<file path="config.mk">
export PLATFORM = sky130hd
export DESIGN_NAME = fmt_top
export DESIGN_NICKNAME = d
export VERILOG_FILES = /design/src/rtl/fmt_pkg.sv /design/src/rtl/fmt_top.sv /design/src/rtl/fmt_edge_det.sv /design/src/rtl/fmt_pdm.sv
export VERILOG_INCLUDE_DIRS = /design/src /design/src/rtl
export SDC_FILE = /design/constraint.sdc
export NUM_CORES = 1
export LEC_CHECK = 0
export BUFFER_PORTS_ARGS = -buffer_cell sky130_fd_sc_hd__buf_2
export CAP_MARGIN = 20
export CORE_ASPECT_RATIO = 0.8
export CORE_MARGIN = 2
export CORE_UTILIZATION = 55
export DETAILED_ROUTE_END_ITERATION = 8
export GPL_TIMING_DRIVEN = 0
export PLACE_DENSITY_LB_ADDON = 0.08
export SYNTH_ARGS = -nofsm -noshare
export SYNTH_HDL_FRONTEND = slang
export SYNTH_SLANG_ARGS = --single-unit
</file>
<file path="constraint.sdc">
create_clock -name core_clk -period 10.7 [get_ports core_clk]
set_input_delay 2.14 -clock core_clk [delete_from_list [all_inputs] [get_ports core_clk]]
set_output_delay 2.14 -clock core_clk [all_outputs]
set_load 0.1 [all_outputs]
</file>
<file path="src/rtl/fmt_cfg.svh">
/*
  constants of the frequency measure and crystal trim block:
  register offsets, field positions, reset values and counts.
  assumes it is included by bare name from the package and modules.
*/
`ifndef FMT_CFG_SVH
`define FMT_CFG_SVH

// ==========================================================
// register map (byte offsets on the plain register port)
`define FMT_ADDR_W 8
`define FMT_DATA_W 32
`define FMT_OFS_CONFIG 8'ha3
`define FMT_OFS_TRIM 8'ha6
`define FMT_OFS_FREQ 8'ha8

// ==========================================================
// config fields
`define FMT_FIELD_W 3
`define FMT_CFG_SRC_LSB 0
`define FMT_CFG_GAIN_LSB 3
`define FMT_SRC_RST 3'h0
`define FMT_GAIN_RST 3'h0
`define FMT_SRC_DAI 3'h4
`define FMT_TRIM_RST 16'h8000
`define FMT_TRIM_FULL 16'hffff

// ==========================================================
// gain multipliers, 6*2^15 down to 3*2^13
`define FMT_GAIN_C0 32'h0003_0000
`define FMT_GAIN_C1 32'h0002_0000
`define FMT_GAIN_C2 32'h0001_8000
`define FMT_GAIN_C3 32'h0001_0000
`define FMT_GAIN_C4 32'h0000_c000
`define FMT_GAIN_C5 32'h0000_8000
`define FMT_GAIN_C6 32'h0000_6000

// ==========================================================
// filter and modulator timing
`define FMT_ACC_W 48
`define FMT_FRAC_BITS 16
// one pole at 125 MHz / (2*pi*2^18), near 76 Hz
`define FMT_LPF_SHIFT 18
`define FMT_PDM_DIV 16
`define FMT_PDM_DIV_W 4

`endif

</file>
<file path="src/rtl/fmt_pkg.sv">
/*
  types and shared arithmetic of the frequency measure and trim block.
  assumes fmt_cfg.svh is on the include path.
*/
`include "fmt_cfg.svh"

package fmt_pkg;

  // ==========================================================
  // state records
  typedef struct packed {
    logic [4:0] s1;
    logic [4:0] s2;
    logic last;
    logic pulse;
  } fmt_edge_st_t;

  typedef struct packed {
    logic [`FMT_PDM_DIV_W-1:0] div;
    logic [15:0] acc;
    logic out;
  } fmt_pdm_st_t;

  typedef struct packed {
    logic [2:0] src;
    logic [2:0] gain;
    logic [15:0] trim;
    logic [31:0] rdata;
    logic [`FMT_ACC_W-1:0] lpf_a;
    logic [`FMT_ACC_W-1:0] lpf_b;
    logic [`FMT_ACC_W-1:0] lpf_c;
  } fmt_core_st_t;

  // ==========================================================
  // gain code to multiplier; reserved code gives zero
  function automatic logic [31:0] fmt_gain(input logic [2:0] code);
    case (code)
      3'h0: fmt_gain = `FMT_GAIN_C0;
      3'h1: fmt_gain = `FMT_GAIN_C1;
      3'h2: fmt_gain = `FMT_GAIN_C2;
      3'h3: fmt_gain = `FMT_GAIN_C3;
      3'h4: fmt_gain = `FMT_GAIN_C4;
      3'h5: fmt_gain = `FMT_GAIN_C5;
      3'h6: fmt_gain = `FMT_GAIN_C6;
      default: fmt_gain = 32'h0000_0000;
    endcase
  endfunction : fmt_gain

  // one-pole low-pass step: y + (x - y) / 2^shift
  function automatic logic [`FMT_ACC_W-1:0] fmt_lpf(
    input logic [`FMT_ACC_W-1:0] y,
    input logic [`FMT_ACC_W-1:0] x
  );
    logic signed [`FMT_ACC_W:0] d;
    d = $signed({1'b0, x}) - $signed({1'b0, y});
    fmt_lpf = y + `FMT_ACC_W'(d >>> `FMT_LPF_SHIFT);
  endfunction : fmt_lpf

endpackage : fmt_pkg

</file>
<file path="src/rtl/fmt_top.sv">
/*
  frequency measurement of a selected audio clock and crystal trim
  pulse-density output, with a plain register port.
  assumes all bus signals are synchronous to core_clk and the audio
  clocks are asynchronous pins; core_clk is the reference clock.
*/
// How it works
// - source field picks one of four bit clocks or digital input
// - gain field scales the measured value by a fixed multiplier
// - edges of the selected clock become pulses against core clock
// - pulses pass a low-pass filter near 76 Hz bandwidth
// - a further filter stage smooths the value for the oscillator
// - trim pin carries a pulse-density modulated signal
// - one 16-bit read-write trim register sets the pin
// - trim register resets to 0x8000, half duty
// - duty follows trim value: zero, half, full
// - trim pin comes from a first-order modulator
// - modulator steps once every 16 system clocks
// - result is 32 bits read-only, top of a 48-bit filter
// - result scales with frequency, doubled for bit clocks
`timescale 1ns/100ps

module fmt_top
  import fmt_pkg::*;
(
  // clock and reset
  input wire logic core_clk,
  input wire logic sys_rst,
  // register port
  input wire logic [`FMT_ADDR_W-1:0] reg_addr,
  input wire logic [`FMT_DATA_W-1:0] reg_wdata,
  input wire logic reg_wr,
  input wire logic reg_rd,
  output logic [`FMT_DATA_W-1:0] reg_rdata,
  // audio clock pins
  input wire logic audio_bit_clock_one,
  input wire logic audio_bit_clock_two,
  input wire logic audio_bit_clock_three,
  input wire logic audio_bit_clock_four,
  input wire logic digital_audio_input,
  // results
  output logic [31:0] measured_frequency_value,
  output logic [31:0] dto_increment,
  output logic crystal_trim_out
);

  fmt_core_st_t st_ff;
  fmt_core_st_t nxt_st;
  logic meas_pulse;
  logic [`FMT_ACC_W-1:0] lpf_in;
  logic [31:0] gain_mult;

  // ==========================================================
  // edge detection on the selected clock
  fmt_edge_det u_edge (
    .core_clk(core_clk),
    .sys_rst(sys_rst),
    .raw_clk({digital_audio_input, audio_bit_clock_four,
              audio_bit_clock_three, audio_bit_clock_two,
              audio_bit_clock_one}),
    .src_sel(st_ff.src),
    .pulse_o(meas_pulse)
  );

  // ==========================================================
  // crystal trim modulator
  fmt_pdm u_pdm (
    .core_clk(core_clk),
    .sys_rst(sys_rst),
    .trim_i(st_ff.trim),
    .pdm_o(crystal_trim_out)
  );

  // ==========================================================
  // next state: register writes, reads and filter
  always_comb begin
    nxt_st = st_ff;
    gain_mult = fmt_gain(st_ff.gain);
    // each pulse injects gain with 16 fraction bits below
    lpf_in = meas_pulse ? {gain_mult, `FMT_FRAC_BITS'(0)}
                        : `FMT_ACC_W'(0);

    // register writes
    if (reg_wr) begin
      case (reg_addr)
        `FMT_OFS_CONFIG: begin
          nxt_st.src = reg_wdata[`FMT_CFG_SRC_LSB +: `FMT_FIELD_W];
          nxt_st.gain = reg_wdata[`FMT_CFG_GAIN_LSB +: `FMT_FIELD_W];
        end
        `FMT_OFS_TRIM: begin
          nxt_st.trim = reg_wdata[15:0];
        end
        default: begin
        end
      endcase
    end

    // read data stands for one cycle after the strobe
    nxt_st.rdata = 32'h0000_0000;
    if (reg_rd) begin
      case (reg_addr)
        `FMT_OFS_CONFIG: begin
          nxt_st.rdata = {26'h0, st_ff.gain, st_ff.src};
        end
        `FMT_OFS_TRIM: begin
          nxt_st.rdata = {16'h0, st_ff.trim};
        end
        `FMT_OFS_FREQ: begin
          nxt_st.rdata = st_ff.lpf_b[`FMT_ACC_W-1 -: 32];
        end
        default: begin
        end
      endcase
    end

    // two poles form the measurement, a third smooths it further
    nxt_st.lpf_a = fmt_lpf(st_ff.lpf_a, lpf_in);
    nxt_st.lpf_b = fmt_lpf(st_ff.lpf_b, st_ff.lpf_a);
    nxt_st.lpf_c = fmt_lpf(st_ff.lpf_c, st_ff.lpf_b);
  end

  // ==========================================================
  // state register
  always_ff @(posedge core_clk) begin
    if (sys_rst) begin
      st_ff.src <= `FMT_SRC_RST;
      st_ff.gain <= `FMT_GAIN_RST;
      st_ff.trim <= `FMT_TRIM_RST;
      st_ff.rdata <= 32'h0000_0000;
      st_ff.lpf_a <= `FMT_ACC_W'(0);
      st_ff.lpf_b <= `FMT_ACC_W'(0);
      st_ff.lpf_c <= `FMT_ACC_W'(0);
    end else begin
      st_ff <= nxt_st;
    end
  end

  // ==========================================================
  // outputs
  assign reg_rdata = st_ff.rdata;
  assign measured_frequency_value = st_ff.lpf_b[`FMT_ACC_W-1 -: 32];
  assign dto_increment = st_ff.lpf_c[`FMT_ACC_W-1 -: 32];
endmodule : fmt_top

</file>
<file path="src/rtl/fmt_edge_det.sv">
/*
  edge pulse from the selected audio clock.
  assumes the clock inputs are asynchronous to core_clk and that
  core_clk is faster than twice the fastest selected clock.
*/
`timescale 1ns/100ps

module fmt_edge_det
  import fmt_pkg::*;
(
  // clock and reset
  input wire logic core_clk,
  input wire logic sys_rst,
  // raw clocks: four bit clocks, then digital audio input
  input wire logic [4:0] raw_clk,
  // selection and result
  input wire logic [2:0] src_sel,
  output logic pulse_o
);

  fmt_edge_st_t st_ff;
  fmt_edge_st_t nxt_st;
  logic lvl;

  // ==========================================================
  // synchronise, select, detect
  always_comb begin
    nxt_st = st_ff;
    nxt_st.s1 = raw_clk;
    nxt_st.s2 = st_ff.s1;
    lvl = (src_sel <= `FMT_SRC_DAI) ? st_ff.s2[src_sel] : 1'b0;
    nxt_st.last = lvl;
    case (src_sel)
      3'h0, 3'h1, 3'h2, 3'h3: nxt_st.pulse = lvl ^ st_ff.last;
      `FMT_SRC_DAI: nxt_st.pulse = lvl & ~st_ff.last;
      default: nxt_st.pulse = 1'b0;
    endcase
  end

  always_ff @(posedge core_clk) begin
    if (sys_rst) begin
      st_ff <= '0;
    end else begin
      st_ff <= nxt_st;
    end
  end

  assign pulse_o = st_ff.pulse;
endmodule : fmt_edge_det

</file>
<file path="src/rtl/fmt_pdm.sv">
/*
  first-order pulse-density modulator for the crystal trim pin.
  assumes trim_i comes from a register on core_clk.
*/
`timescale 1ns/100ps

module fmt_pdm
  import fmt_pkg::*;
(
  // clock and reset
  input wire logic core_clk,
  input wire logic sys_rst,
  // duty value and output
  input wire logic [15:0] trim_i,
  output logic pdm_o
);

  fmt_pdm_st_t st_ff;
  fmt_pdm_st_t nxt_st;
  logic tick;
  logic [16:0] sum;

  // ==========================================================
  // divide by 16, accumulate, carry drives the pin
  always_comb begin
    nxt_st = st_ff;
    tick = (st_ff.div == `FMT_PDM_DIV_W'(`FMT_PDM_DIV - 1));
    sum = {1'b0, st_ff.acc} + {1'b0, trim_i};
    nxt_st.div = st_ff.div + `FMT_PDM_DIV_W'(1);
    if (tick) begin
      nxt_st.acc = sum[15:0];
      nxt_st.out = sum[16] | (trim_i == `FMT_TRIM_FULL);
    end
  end

  always_ff @(posedge core_clk) begin
    if (sys_rst) begin
      st_ff <= '0;
    end else begin
      st_ff <= nxt_st;
    end
  end

  assign pdm_o = st_ff.out;
endmodule : fmt_pdm

</file>
Word level (Yosys, flattened, before mapping)

Cells that the tools add are included.

Output and inout bits: 97
Flip-flop bits (word level): 231

Magnitude comparators: 2
Reduce and logical (&&, ||, !) cells: 6
Multiplexer cells: 7
$add $sub $neg: 8
Bitwise logic cells: 5
Equal/unequal tests: 15

Operators with widths:

| kind                 | number |
|---|---|
| $sub 48x48->49       | 3 |
| $add 48x48->48       | 3 |
| $pmux 18 s7          | 1 |
| $pmux 32 s3          | 1 |
| $mux 48              | 1 |
| $eq 8x8->1 const B   | 3 |
| $add 16x16->17       | 1 |
| $eq 16x16->1 const B | 1 |
| $eq 3x2->1 const B   | 4 |
| $eq 3x3->1 const B   | 4 |
| $eq 3x1->1 const B   | 2 |
| $logic_not 3->1      | 2 |
| $add 4x1->4 const B  | 1 |
| $eq 4x4->1 const B   | 1 |
| $lt 3x4->1 const B   | 1 |
| $reduce_and 2->1     | 2 |
| $reduce_or 4->1      | 1 |
| $bmux 1 s3           | 1 |
| $le 3x3->1 const B   | 1 |
| $mux 1               | 2 |
| $not 1->1            | 2 |
| $pmux 1 s2           | 1 |
| $reduce_or 2->1      | 1 |
| $and 1x1->1          | 1 |
| 2 further kinds      | 2 |

Depth between registers and ports, before layout

Depth in word-level cells: 5
Depth in mapped cells: 26
Depth with buffers taken out: 25

Hierarchy

Synthesis repeated with hierarchy kept, for this count alone.

Cell total of the unflattened synthesis: 2578
Area, all modules: 20148.1 um^2

By module, submodules not included:

| module       | area an instance (um^2) | times used | cells each |
|---|---|---|---|
| fmt_top      | 18203.7                 | 1          | 2354 |
| fmt_pdm      | 1552.7                  | 1          | 188 |
| fmt_edge_det | 391.6                   | 1          | 36 |

Worst setup path before layout

No wires, ideal clock.

Kind: flip-flop to flip-flop
From: reg st_ff (netlist bit dto_increment[2])
To: reg st_ff (netlist bit dto_increment[31])
Arrival time: 5.746 ns
Setup slack: 4.827 ns
Stages on the path, launching flop included: 24
Setup time: 0.128 ns
Path through: dfxtp_1 > inv_1 > ha_1 > a21oi_1 > o21ai_0 > or2_2 > a221o_1 > a21oi_1 > o21ai_1 > o22ai_2 > nor3_1 > o31ai_1 > ha_1 > and3_1 > nand2_1 > a2111oi_0 > o41ai_1 > a31o_2 > o211a_1 > o41ai_1 > a21oi_1 > xnor2_1 > xnor2_1 > nor2_1

Cells in the longest elaborated chain, start to end: 2

Ends and longest elaborated chain:

| element                | line           | source |
|---|---|---|
| start, declared        | fmt_top.sv:47  | `fmt_core_st_t st_ff;` |
| start signal, assigned | fmt_top.sv:134 | `st_ff <= nxt_st;` |
| $sub 48x48->49         | fmt_pkg.sv:55  | `d = $signed({1'b0, x}) - $signed({1'b0, y});` |
| $add 48x48->48 (*)     | fmt_pkg.sv:56  | `` fmt_lpf = y + `FMT_ACC_W'(d >>> `FMT_LPF_SHIFT); `` |

Mark *: on every way between the ends. The rest lies on a longest branch, timed or not.
A chain may end at the register's enable or synchronous reset.

Worst setup path in the final report

From: reg st_ff (netlist bit measured_frequency_value[2])
To: reg st_ff (netlist bit dto_increment[31])

Cells in the longest elaborated chain, start to end: 2

Ends and longest elaborated chain:

| element        | line |
|---|---|
| $sub 48x48->49 | fmt_pkg.sv:55 |
| $add 48x48->48 | fmt_pkg.sv:56 |

No other way between the ends.

==> results by group <==
Place
  • PortBufs: 127
  • DP HPWL: 45900 um
  • RD Place Congestion: 0.935
  • Cell Area, Placed: ~21000 um2
  • # placed instances: between 3000 and 4000

Drt
  • Residual DRC: 0
  • Vias per inst: 5.82
  • Drt initial violations: 1584
  • Max layer used: met4
  • Antenna viol nets, final: 0
  • Final wirelength: 58600 um
  • DR pass1 iterations: 6
  • Detail Route met2 WL: 24800 um
  • DR WL met3: 4180 um
  • Routed len/inst: about 18 um
  • Total number of vias: 18496
  • Met1 wire length: 27900 um

Logic synthesis
  • Syn_area_per_cell: 7.93 um2
  • Cell area after synthesis: 20000 um2
  • Number of flops mapped to enable cells by yosys: 0
  • Count leader, synth: ha_1
  • Post-synthesis cell count: around 2500
  • Asr flop ratio synth: 0%
  • Largest area contributor in the netlist: dfxtp_1
  • Net count after synthesis: 2834
  • Number of synthesized register bits: 231
  • Seq/Total Area, Yosys: 23.1%
  • Primary FF master, synth: dfxtp_1
  • Syn. warnings: 0
  • Number of distinct library cells after synthesis: 94
  • Main area contributors after synthesis: dfxtp_1, ha_1, a21oi_1, xnor2_1, nor2_1
  • Post-synth top cells: ha_1, nor2_1, a21oi_1
  • Fraction of synthesized cell area taken by the top area cell type: between 20% and 30%

GRT
  • Vias in the first global route: 17247
  • GRT Residual Overflow: 0
  • Largest net degree at the start of global routing: 19
  • GRT Util Overall: 30.2%
  • Antenna violations before repair: 2
  • First-pass GRT wire length: 91800 um

Job
  • Max cap viols: 0

Clock network
  • Worst skew pair latency: 570 ps
  • Post-CTS setup buffers: 0
  • Hold-fix buffers at CTS: 0
  • Max Buffers Root-to-Sink: 3
  • CTS H-tree lvls: 1
  • Num CTS Buffers: 26
  • Post-CTS resize count: 0
  • Clock transition at the registers of the reported paths: about 70 ps
  • CTS tree: done
  • Sink Count: 231
  • Root Driver: clkbuf_16

Floorplanning
  • Initial core utilization: 55.8%
  • Die area: 37900 um2
  • Io pins: 146
  • Core Box Area: 35800 um2
  • Chip width: 217 um
  • Row Count: 62
  • Die Height: 175 um

Worst setup path
  • WP data arrival: 7020 ps
  • Crit-path max FO: 12
  • Element type at the critical path end: flip-flop
  • CP startpoint kind: flip-flop
  • Crit Path Category: reg -> reg
  • Most frequent CP cell: a21oi_1
  • Critical Path, Cell by Cell: ha_1 > a21oi_1 > o21ai_0 > or2_2 > a221o_1 > a21oi_1 > o21ai_1 > o22ai_2 > nor3_1 > o31ai_2 > buf_4 > ha_1 > and3_1 > nand2_1 > a2111oi_0 > o41ai_1 > a31o_2 > o211a_1 > o41ai_1 > a21oi_1 > xnor2_1 > xnor2_1 > nor2_1
  • WP data required: 11120 ps
  • Crit-path max cell delay: approximately 670 ps
  • Slowest stage cell, crit path: dfxtp_1

STA
  • Setup Viol. Count Final: 0
  • Max_slew headroom: 23.2%
  • Final Hold Vio Count: 0
  • Unrepaired setup endpoints after global routing: false
  • Worst-Margin Slew: 1150 ps
  • Final worst-path cycle share: 61.7%
  • Setup TNS: 0 ps
  • Fin. max-slew vios: 0
  • Skew final: 15.2 ps
  • Maximum clock rate: 151 MHz
  • Minimum clock period: between 6000 and 7000 ps

Cells and area
  • Diode count: 0
  • Share of cells above drive strength 1: 11.8%
  • Final Cell Area: 22100 um2
  • Final Instance Count excl. Fillers: 3179
  • Layout Nets: between 2000 and 3000
  • Area growth, synth to finish: 10.5%
  • Final core utilization: 61.6%

Hold path
  • Worst Hold Class: reg -> reg

Run status
  • Status: finished clean
-- cell families (layout without fill, tap and decap cells) --
logic type               count (synthesis)  count (layout)  share of synthesized area [%]
XOR/XNOR                               219             219                           9.67
AND/OR/NAND/NOR                        749             749                           18.2
adder cells (fa/ha/maj)                264             264                           16.7
multiplexers                             3               3                          0.225
buffers and inverters                  328             506                           7.98
AO/OA/AOI/OAI                          727             727                           24.1
flip-flops                             231             231                           23.1
-- per-stage QoR --
stage / setup slack (ps) / hold WS [ps]
after global routing: 3750 / 456
after global placement: 3290 / 416
after detailed placement: 4340 / 425
final: 4100 / 439
after floorplan: 4830 / 414
after CTS: 4240 / 440
-- placed cells by master (no fill, tap or decap), types with 38 or more instances in the layout --
cell type	n
xnor2_1	130
a21o_1	123
nor2_1	247
inv_1	167
o21bai_1	43
buf_2	131
nor3_1	38
o21ai_0	97
buf_4	97
dfxtp_1	231
ha_1	260
clkbuf_1	67
a21oi_1	240
nand3_1	54
xor2_1	88
nor2b_1	47
nand2_1	171
nand4_1	41
-- flip-flops by register name, indices dropped and copies added (netlist names) --
register	count
dto_increment	32
measured_frequency_value	32
reg_rdata	32
st_ff	102
u_edge.nxt_st	5
u_edge.pulse_o	1
u_edge.st_ff	6
u_pdm.pdm_o	1
u_pdm.st_ff	20
-- worst paths after layout --
kind	start	endpoint	slack, ps	cells after the start
max	measured_frequency_value[2]$_SDFF_PP0_	dto_increment[31]$_SDFF_PP0_	4100	23
min reg2reg	u_edge.nxt_st[6]$_SDFF_PP0_	u_edge.st_ff[6]$_SDFF_PP0_	440	1
min	u_edge.nxt_st[6]$_SDFF_PP0_	u_edge.st_ff[6]$_SDFF_PP0_	440	1
max reg2reg	measured_frequency_value[2]$_SDFF_PP0_	dto_increment[31]$_SDFF_PP0_	4100	23
-- final cells by class --
cell class | instances | area, um2
Tap cell | 480 | 601
Multi-Input combinational cell | 1962 | 13800
Fill cell | 3348 | 13800
Sequential cell | 231 | 4620
Clock buffer | 32 | 683
Timing Repair Buffer | 130 | 653
Inverter | 167 | 627
Clock inverter | 16 | 146
Buffer | 161 | 968
-- routing by layer --
layer  vias up  track usage, %
met5         -               0
met4         0            8.62
met3        87            4.01
met2       590            46.2
met1      8604            44.1
li1       9215               -
-- critical path, delay by kind of cell, from the launching register on --
| kind | cells | cell delay [ps] |
|---|---|---|
| compound gates | 13 | 3590 |
| xor+xnor | 2 | 350 |
| flops | 1 | 670 |
| simple gates | 5 | 890 |
| buf+inv | 1 | 320 |
| fa+ha+maj | 2 | 640 |
Power is left out: the tool's default activity adds up to more than one toggle a clock period on the data nets, which glitch-free logic cannot reach.
